==> src/rtl/cwd_consts.vh <==
/*
 Constants for the configuration word decoder: word address, test space
 bounds, field positions, oscillator codes and start-up timing counts.
 Assumes a 250 MHz core clock; included by bare name.
*/
`ifndef CWD_CONSTS_VH
`define CWD_CONSTS_VH

// Configuration space
`define CWD_CFG_ADDR        14'h2007
`define CWD_TEST_LO         14'h2000
`define CWD_TEST_HI         14'h3FFF
`define CWD_WORD_W          14
`define CWD_ERASED          14'h3FFF

// Field positions
`define CWD_OSC_LO_BIT      0
`define CWD_OSC_HI_BIT      1
`define CWD_WDT_BIT         2
`define CWD_PUD_BIT         3
`define CWD_CP_LO_A         4
`define CWD_CP_LO_B         5
`define CWD_BOD_BIT         6
`define CWD_CP_HI_LSB       7
`define CWD_CP_HI_MSB       13

// Oscillator select codes
`define CWD_OSC_LP          2'h0
`define CWD_OSC_XT          2'h1
`define CWD_OSC_HS          2'h2
`define CWD_OSC_RC          2'h3

// Unprotected window of program memory
`define CWD_OPEN_LO         11'h000
`define CWD_OPEN_HI         11'h03F

// Timing
`define CWD_CLK_MHZ         250
`define CWD_PUD_MS          72
`define CWD_PUD_CYCLES      (`CWD_PUD_MS * 1000 * `CWD_CLK_MHZ)
`define CWD_SETTLE_EDGES    1024
`define CWD_SETTLE_LAST     11'h3FF

`endif

==> src/rtl/cwd_clkout_div.v <==
/*
 Divide-by-four of the sampled oscillator input for the clock-output pin.
 Assumes the oscillator input is a synchronous sample of the pin.
*/
`timescale 1ns/1ns
module cwd_clkout_div (
    input  wire        clock,
    input  wire        reset_n,
    input  wire        oscRise,
    output reg         clkOut
);
    reg [0:0] halfCount;

    // Toggle every second rising edge gives osc/4
    always @(posedge clock) begin
        if (!reset_n) begin
            halfCount <= 1'h0;
            clkOut    <= 1'h0;
        end else if (oscRise) begin
            halfCount <= halfCount + 1'h1;
            if (halfCount == 1'h1)
                clkOut <= ~clkOut;
        end
    end
endmodule // cwd_clkout_div

==> src/rtl/cwd_edge_counter.v <==
/*
 Counter of oscillator input rising edges for the settle timer.
 Assumes start is held high while counting is wanted.
*/
`timescale 1ns/1ns
`include "cwd_consts.vh"
module cwd_edge_counter (
    input  wire        clock,
    input  wire        reset_n,
    input  wire        start,
    input  wire        oscRise,
    output reg         done
);
    reg [10:0] edgeCount;

    // Counts edges while started; restarts whenever start drops
    always @(posedge clock) begin
        if (!reset_n || !start) begin
            edgeCount <= 11'h000;
            done      <= 1'h0;
        end else if (!done && oscRise) begin
            edgeCount <= edgeCount + 11'h001;
            if (edgeCount == `CWD_SETTLE_LAST) // Last of the settle edges
                done <= 1'h1;
        end
    end
endmodule // cwd_edge_counter

==> src/rtl/cwd_config_decoder.v <==
/*
 Configuration word decoder with power-up and oscillator settle timers,
 sleep wake logic and clock-output divider.
 Assumes a programmer writes the word only while progMode is high, and
 that powerOnReset is a one-cycle pulse after supply rise.
*/
`timescale 1ns/1ns
`include "cwd_consts.vh"
module cwd_config_decoder #(
    parameter [31:0] PUD_CYCLES = `CWD_PUD_CYCLES
) (
    input  wire        clock,
    input  wire        reset_n,
    input  wire        progMode,
    input  wire        progWrite,
    input  wire [13:0] progAddr,
    input  wire [13:0] progData,
    input  wire        progRead,
    input  wire        powerOnReset,
    input  wire        externalReset,
    input  wire        sleepRequest,
    input  wire        watchdogWake,
    input  wire        interruptWake,
    input  wire        oscillatorInput,
    input  wire        userAccess,
    input  wire        userWrite,
    input  wire [10:0] userAddr,
    output reg  [13:0] progReadData,
    output reg         progAccessOk,
    output reg  [1:0]  oscMode,
    output reg         watchdogEnable,
    output reg         powerupDelayActive,
    output reg         brownoutDetectEnable,
    output reg         codeProtect,
    output reg         codeProtectMixed,
    output reg         userWriteAllowed,
    output reg         deviceInReset,
    output reg         sleeping,
    output reg         oscillatorOutputPin
);
    localparam [1:0] ST_POWERUP = 2'h0;
    localparam [1:0] ST_SETTLE  = 2'h1;
    localparam [1:0] ST_RUN     = 2'h2;
    localparam [1:0] ST_SLEEP   = 2'h3;

    reg  [13:0] cfgWord;
    reg  [13:0] liveWord;
    reg  [1:0]  state;
    reg  [1:0]  next_state;
    reg  [31:0] pudCount;
    reg         oscSample;
    reg         settleStart;
    wire        oscRise;
    wire        settleDone;
    wire        clkDiv;
    wire        cfgHit;
    wire        testHit;
    wire        inTestSpace;
    wire [8:0]  cpBits;
    wire        cpAllOne;
    wire        cpAllZero;
    wire        xtalMode;
    wire        pudEnable;

    // Address decode of the test space
    assign inTestSpace = (progAddr >= `CWD_TEST_LO) && (progAddr <= `CWD_TEST_HI);
    assign testHit     = progMode && inTestSpace;
    assign cfgHit      = testHit && (progAddr == `CWD_CFG_ADDR);

    // Replicated protect bits; disagreement is flagged, not trusted
    // Taken from the latched word so protection stays static in run
    assign cpBits    = {cfgWord[`CWD_CP_HI_MSB:`CWD_CP_HI_LSB], cfgWord[`CWD_CP_LO_B],
                        cfgWord[`CWD_CP_LO_A]};
    assign cpAllOne  = &cpBits;
    assign cpAllZero = ~|cpBits;

    // Crystal modes accept crystal or external clock alike
    assign xtalMode  = (liveWord[1:0] != `CWD_OSC_RC);
    assign pudEnable = ~liveWord[`CWD_PUD_BIT] | liveWord[`CWD_BOD_BIT];

    // Oscillator input edge detect; pin is sampled synchronously
    assign oscRise = oscillatorInput & ~oscSample;

    // Programmer storage: erased word until written
    always @(posedge clock) begin
        if (!reset_n) begin
            liveWord <= `CWD_ERASED;
        end else if (progWrite && cfgHit) begin
            liveWord <= progData;
        end
    end

    // Read-back only in programming mode; other test-space addresses read erased, lower addresses read zero
    always @(posedge clock) begin
        if (!reset_n) begin
            progReadData <= 14'h0000;
            progAccessOk <= 1'h0;
        end else begin
            progAccessOk <= testHit && (progRead || progWrite);
            if (progRead && cfgHit)
                progReadData <= liveWord;
            else if (progRead && testHit)
                progReadData <= `CWD_ERASED;
            else
                progReadData <= 14'h0000;
        end
    end

    // Start-up sequencer: power-up delay, settle, run, sleep
    always @* begin
        next_state = state;
        case (state)
            ST_POWERUP: begin
                if (!pudEnable || pudCount >= PUD_CYCLES - 32'h1)
                    next_state = xtalMode ? ST_SETTLE : ST_RUN;
            end
            ST_SETTLE: begin
                if (settleDone)
                    next_state = ST_RUN;
            end
            ST_RUN: begin
                if (sleepRequest)
                    next_state = ST_SLEEP;
            end
            ST_SLEEP: begin
                if (watchdogWake || interruptWake)
                    next_state = xtalMode ? ST_SETTLE : ST_RUN;
            end
            default: next_state = ST_POWERUP;
        endcase
    end

    // Power-on restarts the delay; external reset skips it
    always @(posedge clock) begin
        if (!reset_n || powerOnReset) begin
            state    <= ST_POWERUP;
            pudCount <= 32'h0;
        end else if (externalReset) begin
            state    <= ST_RUN;
            pudCount <= 32'h0;
        end else begin
            state    <= next_state;
            pudCount <= (state == ST_POWERUP) ? pudCount + 32'h1 : 32'h0;
        end
    end

    // Word latched only in the power-up state or on an external reset, so controls stay static
    always @(posedge clock) begin
        if (!reset_n) begin
            cfgWord <= `CWD_ERASED;
        end else if (state == ST_POWERUP || externalReset) begin
            cfgWord <= liveWord;
        end
    end

    // Decoded controls; no software path reaches the watchdog enable
    always @(posedge clock) begin
        if (!reset_n) begin
            oscMode              <= `CWD_OSC_RC;
            watchdogEnable       <= 1'h1;
            powerupDelayActive   <= 1'h0;
            brownoutDetectEnable <= 1'h1;
            codeProtect          <= 1'h0;
            codeProtectMixed     <= 1'h0;
            userWriteAllowed     <= 1'h0;
            deviceInReset        <= 1'h1;
            sleeping             <= 1'h0;
            oscSample            <= 1'h0;
            settleStart          <= 1'h0;
        end else begin
            oscMode              <= cfgWord[`CWD_OSC_HI_BIT:`CWD_OSC_LO_BIT];
            watchdogEnable       <= cfgWord[`CWD_WDT_BIT];
            powerupDelayActive   <= (state == ST_POWERUP) && pudEnable;
            brownoutDetectEnable <= cfgWord[`CWD_BOD_BIT];
            codeProtect          <= ~cpAllOne;
            codeProtectMixed     <= ~cpAllOne && ~cpAllZero;
            userWriteAllowed     <= userAccess && userWrite && !progMode
                                    && (cpAllOne || userAddr <= `CWD_OPEN_HI);
            // Restart pulses override the sequencer's next state
            deviceInReset        <= powerOnReset || (!externalReset &&
                                    ((next_state == ST_POWERUP) || (next_state == ST_SETTLE)));
            sleeping             <= !powerOnReset && !externalReset && (next_state == ST_SLEEP);
            oscSample            <= oscillatorInput;
            settleStart          <= !powerOnReset && !externalReset
                                    && (next_state == ST_SETTLE);
        end
    end

    // Clock-output pin carries osc/4 only in RC mode
    always @(posedge clock) begin
        if (!reset_n)
            oscillatorOutputPin <= 1'h0;
        else
            oscillatorOutputPin <= (cfgWord[1:0] == `CWD_OSC_RC) ? clkDiv : 1'h0;
    end

    cwd_edge_counter u_settle (
        .clock   (clock),
        .reset_n (reset_n),
        .start   (settleStart),
        .oscRise (oscRise),
        .done    (settleDone)
    );

    cwd_clkout_div u_div (
        .clock   (clock),
        .reset_n (reset_n),
        .oscRise (oscRise),
        .clkOut  (clkDiv)
    );
endmodule // cwd_config_decoder

==> config.mk <==
export PLATFORM = sky130hd
export DESIGN_NAME = cwd_config_decoder
export DESIGN_NICKNAME = d
export VERILOG_FILES = /design/src/rtl/cwd_clkout_div.v /design/src/rtl/cwd_edge_counter.v /design/src/rtl/cwd_config_decoder.v
export VERILOG_INCLUDE_DIRS = /design/src /design/src/rtl
export SDC_FILE = /design/constraint.sdc
export NUM_CORES = 1
export LEC_CHECK = 0
export ABC_CLOCK_PERIOD_IN_PS = 2400
export BUFFER_PORTS_ARGS = -buffer_cell sky130_fd_sc_hd__buf_2
export CAP_MARGIN = 20
export CORE_MARGIN = 3
export CORE_UTILIZATION = 30
export CTS_BUF_LIST = sky130_fd_sc_hd__clkbuf_2 sky130_fd_sc_hd__clkbuf_4 sky130_fd_sc_hd__clkbuf_8
export DETAILED_ROUTE_END_ITERATION = 16
export PLACE_DENSITY_LB_ADDON = 0.3
export SLEW_MARGIN = 20
export SYNTH_ARGS = -nofsm -noshare
export SYNTH_HDL_FRONTEND = slang
export SYNTH_SLANG_ARGS = --single-unit
==> constraint.sdc <==
create_clock -name clock -period 2.4 [get_ports clock]
set_clock_uncertainty 0.1 [all_clocks]
set_input_delay 0.24 -clock clock [delete_from_list [all_inputs] [get_ports clock]]
set_output_delay 0.24 -clock clock [all_outputs]
set_load 0.02 [all_outputs]
==> impl_results.md <==
* Syn_nets at 532
* Final Max Slew Viols at 0
* Routed len/inst at 12.4 um
* Fin nets at 614
* Die area at 15200 um2
* Sw frac at 0.248
* Placed Area at between 4000 and 5000 um2
* Worst skew pair latency at roughly 380 ps
* Worst-Margin Slew at 667 ps
* N_diodes at 0
* Setup WS pre-CTS at 427 ps
* Fin Setup TNS at 0 ps
* Status: completed
* Iter 0 DRT Violations at 247
* Post-DRT Antenna Nets at 0
* Critical path launch point: userAddr[9]
* Met3 Track Usage GR at 0.0293
* CTS tree: built
* Crit path kind: primary input to flop
* Unrepaired setup endpoints after global routing: false
* Clock tree buffer depth at 2
* Worst path most repeated cell: dlygate4sd3_1
* Synth Instances at 478
* Vias/cell at around 4.7
* Post-synth ARST share at 0
* Fin crit period at approximately 2100 ps
* Synth Flop Type: dfxtp_1
* Hold Slack at 36.3 ps
* Num rows at 42
* Seq/Total Area, Yosys at 0.499
* Routed vias at 3467
* Largest net degree at the start of global routing at 55
* #FFs+latches synth at around 100
* Critical path arrival at 2330 ps
* CP cell instances: dlygate4sd3_1, buf_2, nor2_1, dlygate4sd3_1, nand2_1, dlygate4sd3_1, a21oi_1
* Switching power at roughly 0.00073 W
* Most common cell after layout, fill and taps aside: dfxtp_1
* Ys Warns at 0
* Die H at ~120 um
* # IOs at 78
* Fmax at 0.473 GHz
* GR Util All Layers at 0.127
* Avg Inst Size Synth at ~8.7 um2
* Layout cells sized above 1 at 0.182
* Setup violators final at 0
* Yosys top cell area share at 0.499
* Post-Syn Area at about 4100 um2
* Post-route clock period utilization at 0.881
* CTS Buf Count at 9
* Final Instance Area at between 5000 and 6000 um2
* Root Buffer Master: clkbuf_8
* H-tree Lvls at 3
* Pwr dens at 585 nW/um2
* Met1 usage in global routing at 0.169
* # Max-Cap Violations at 0
* CP endpoint kind: flop
* Req. time, crit path at between 2000 and 3000 ps
* Clock-pin transition on the worst setup and hold timing paths at around 100 ps
* Final WL at 9160 um
* Vias in the first global route at 3345
* Hold Crit Class: primary input to flop
* DR pass1 iterations at 4
* Relative slew slack at 0.551
* Sequential share of power at 0.594
* Initial antenna violation count at 0
* Core area at roughly 13000 um2
* Worst setup path end: userWriteAllowed
* LEAKAGE at between 2 and 2.5 nW
* Worst IR Drop VDD at between 200 and 250 uV
* Routability Congestion at approximately 0.79
* Setup crit start kind: primary input
* First-pass GRT wire length at about 16000 um
* Reg2Reg Capture Point: settleStart
* Met2 GRT Util at 0.202
* Post-synth EDFFs at 0
* Gr ovfl total at 0
* Crit path max fanout at 1
* Netlist cell types at 46
* Crit-path slowest cell: dlygate4sd3_1
* Fillers at ~1400
* Clock power share at 0.346
* Buffers added on ports at between 70 and 80
* Reg2reg setup slack at around 400 ps
* Gate power share at 0.060
* Pint at between 0.002 and 0.0025 W
* Area contributors post-synth: dfxtp_1, nand2_1, nand3_1
* Area leader, netlist: dfxtp_1
* # clock sinks at 103
* Peak per-stage delay on the critical path at roughly 570 ps
* Busiest grt layer: met2
* Die X at 123 um
* Area grow syn2layout at 21.5%
* CTS resizes at 0
* Most frequent cells in the layout: dfxtp_1, nand2_1, buf_2
* Post-detail-place hpwl at around 6400 um
* Hold Violations, Final at 0
* Drt drc at 0
* PnR worst setup slack at between 200 and 300 ps
* Worst R2R Path Depth at 5
* Initial Util at 0.310
* R2r startpoint: pudCount[19]
## logic make-up after synthesis
| group | share of synthesized area |
|---|---|
| simple gates | 0.318 |
| flops | 0.499 |
| xor+xnor | 0.0847 |
| compound gates | 0.0657 |
| buf+inv | 0.0248 |
| fa+ha+maj | 0.00605 |
| mux | 0.00242 |
## power groups by stage
stage / sequential (W) / combinational [W] / clock, W
2_1_floorplan: 0.00180 / 0.0000693 / 0
3_3_place_gp: 0.00178 / 0.000154 / 0
3_5_place_dp: 0.00178 / 0.000157 / 0
4_1_cts: 0.00174 / 0.000179 / 0.00106
5_1_grt: 0.00175 / 0.000197 / 0.00113
6_report: 0.00174 / 0.000177 / 0.00102
## per-stage QoR
stage / cells / util / total power [W]
finish: 741 / 0.376 / 0.00294
global route: 741 / 0.376 / 0.00308
CTS: 741 / 0.376 / 0.00299
detailed placement: 707 / 0.349 / 0.00194
global placement: 707 / 0.349 / 0.00194
floorplan: 478 / - / 0.00187
## critical path: cells and delay by family
family | cells | cell delay, ps
AND/OR/NAND/NOR | 2 | 160
AO/OA/AOI/OAI | 1 | 140
buffers and inverters | 4 | 1790
## synth_stat cells (all sizes together), types with 3 or more instances
library cell,n
nand2,93
xnor2,17
and4,9
or4,4
nor2b,3
nor4,10
xor2,23
dfxtp,103
nand2b,6
and2,8
a21oi,6
nor3,8
nand4,13
clkbuf,22
inv,3
a21boi,15
o21ai,5
nand4b,3
nand3,41
nor2,49
and3,13
## how the worst min path moves through the flow
stage | end | start | depth (start not counted) | slack, ps
6_report | userWriteAllowed | userAccess | 3 | 40
3_5_place_dp | watchdogEnable | cfgWord[2] | 1 | 330
4_1_cts | userWriteAllowed | userAccess | 3 | 4
3_3_place_gp | watchdogEnable | cfgWord[2] | 1 | 330
2_1_floorplan | oscSample | oscillatorInput | 1 | 260
5_1_grt | userWriteAllowed | userAccess | 3 | 20
## registers in the layout (all words and copies together) (netlist names), 2 cells and up
name / count
progReadData: 14
cfgWord: 13
oscMode: 2
pudCount: 32
state: 2
u_settle.edgeCount: 11
liveWord: 14
## layer usage
layer	share of wire	vias to the layer above	wire, um
met5	0	-	0
met3	0.039	9	356
li1	-	1791	-
met4	0.016	0	144
met2	0.47	48	4280
met1	0.48	1619	4380
## cell type report
type | instances | area [um2] | area share
timing repair buffer | 95 | 581 | 0.116
inverter | 3 | 11.3 | 0.00224
clock inverter | 7 | 56.3 | 0.0112
sequential | 103 | 2060 | 0.410
multi-input combinational | 348 | 1970 | 0.392
clock buffer | 9 | 124 | 0.0247
tap | 176 | 220 | 0.0438
## what timing repair did
item | CTS | global route
endpoints found under the setup margin | 0 | 0
hold endpoints to repair | 16 | 0
hold buffers | 18 | 0
buffers inserted | 0 | 0
No activity file was read; power rests on OpenSTA's default activity.
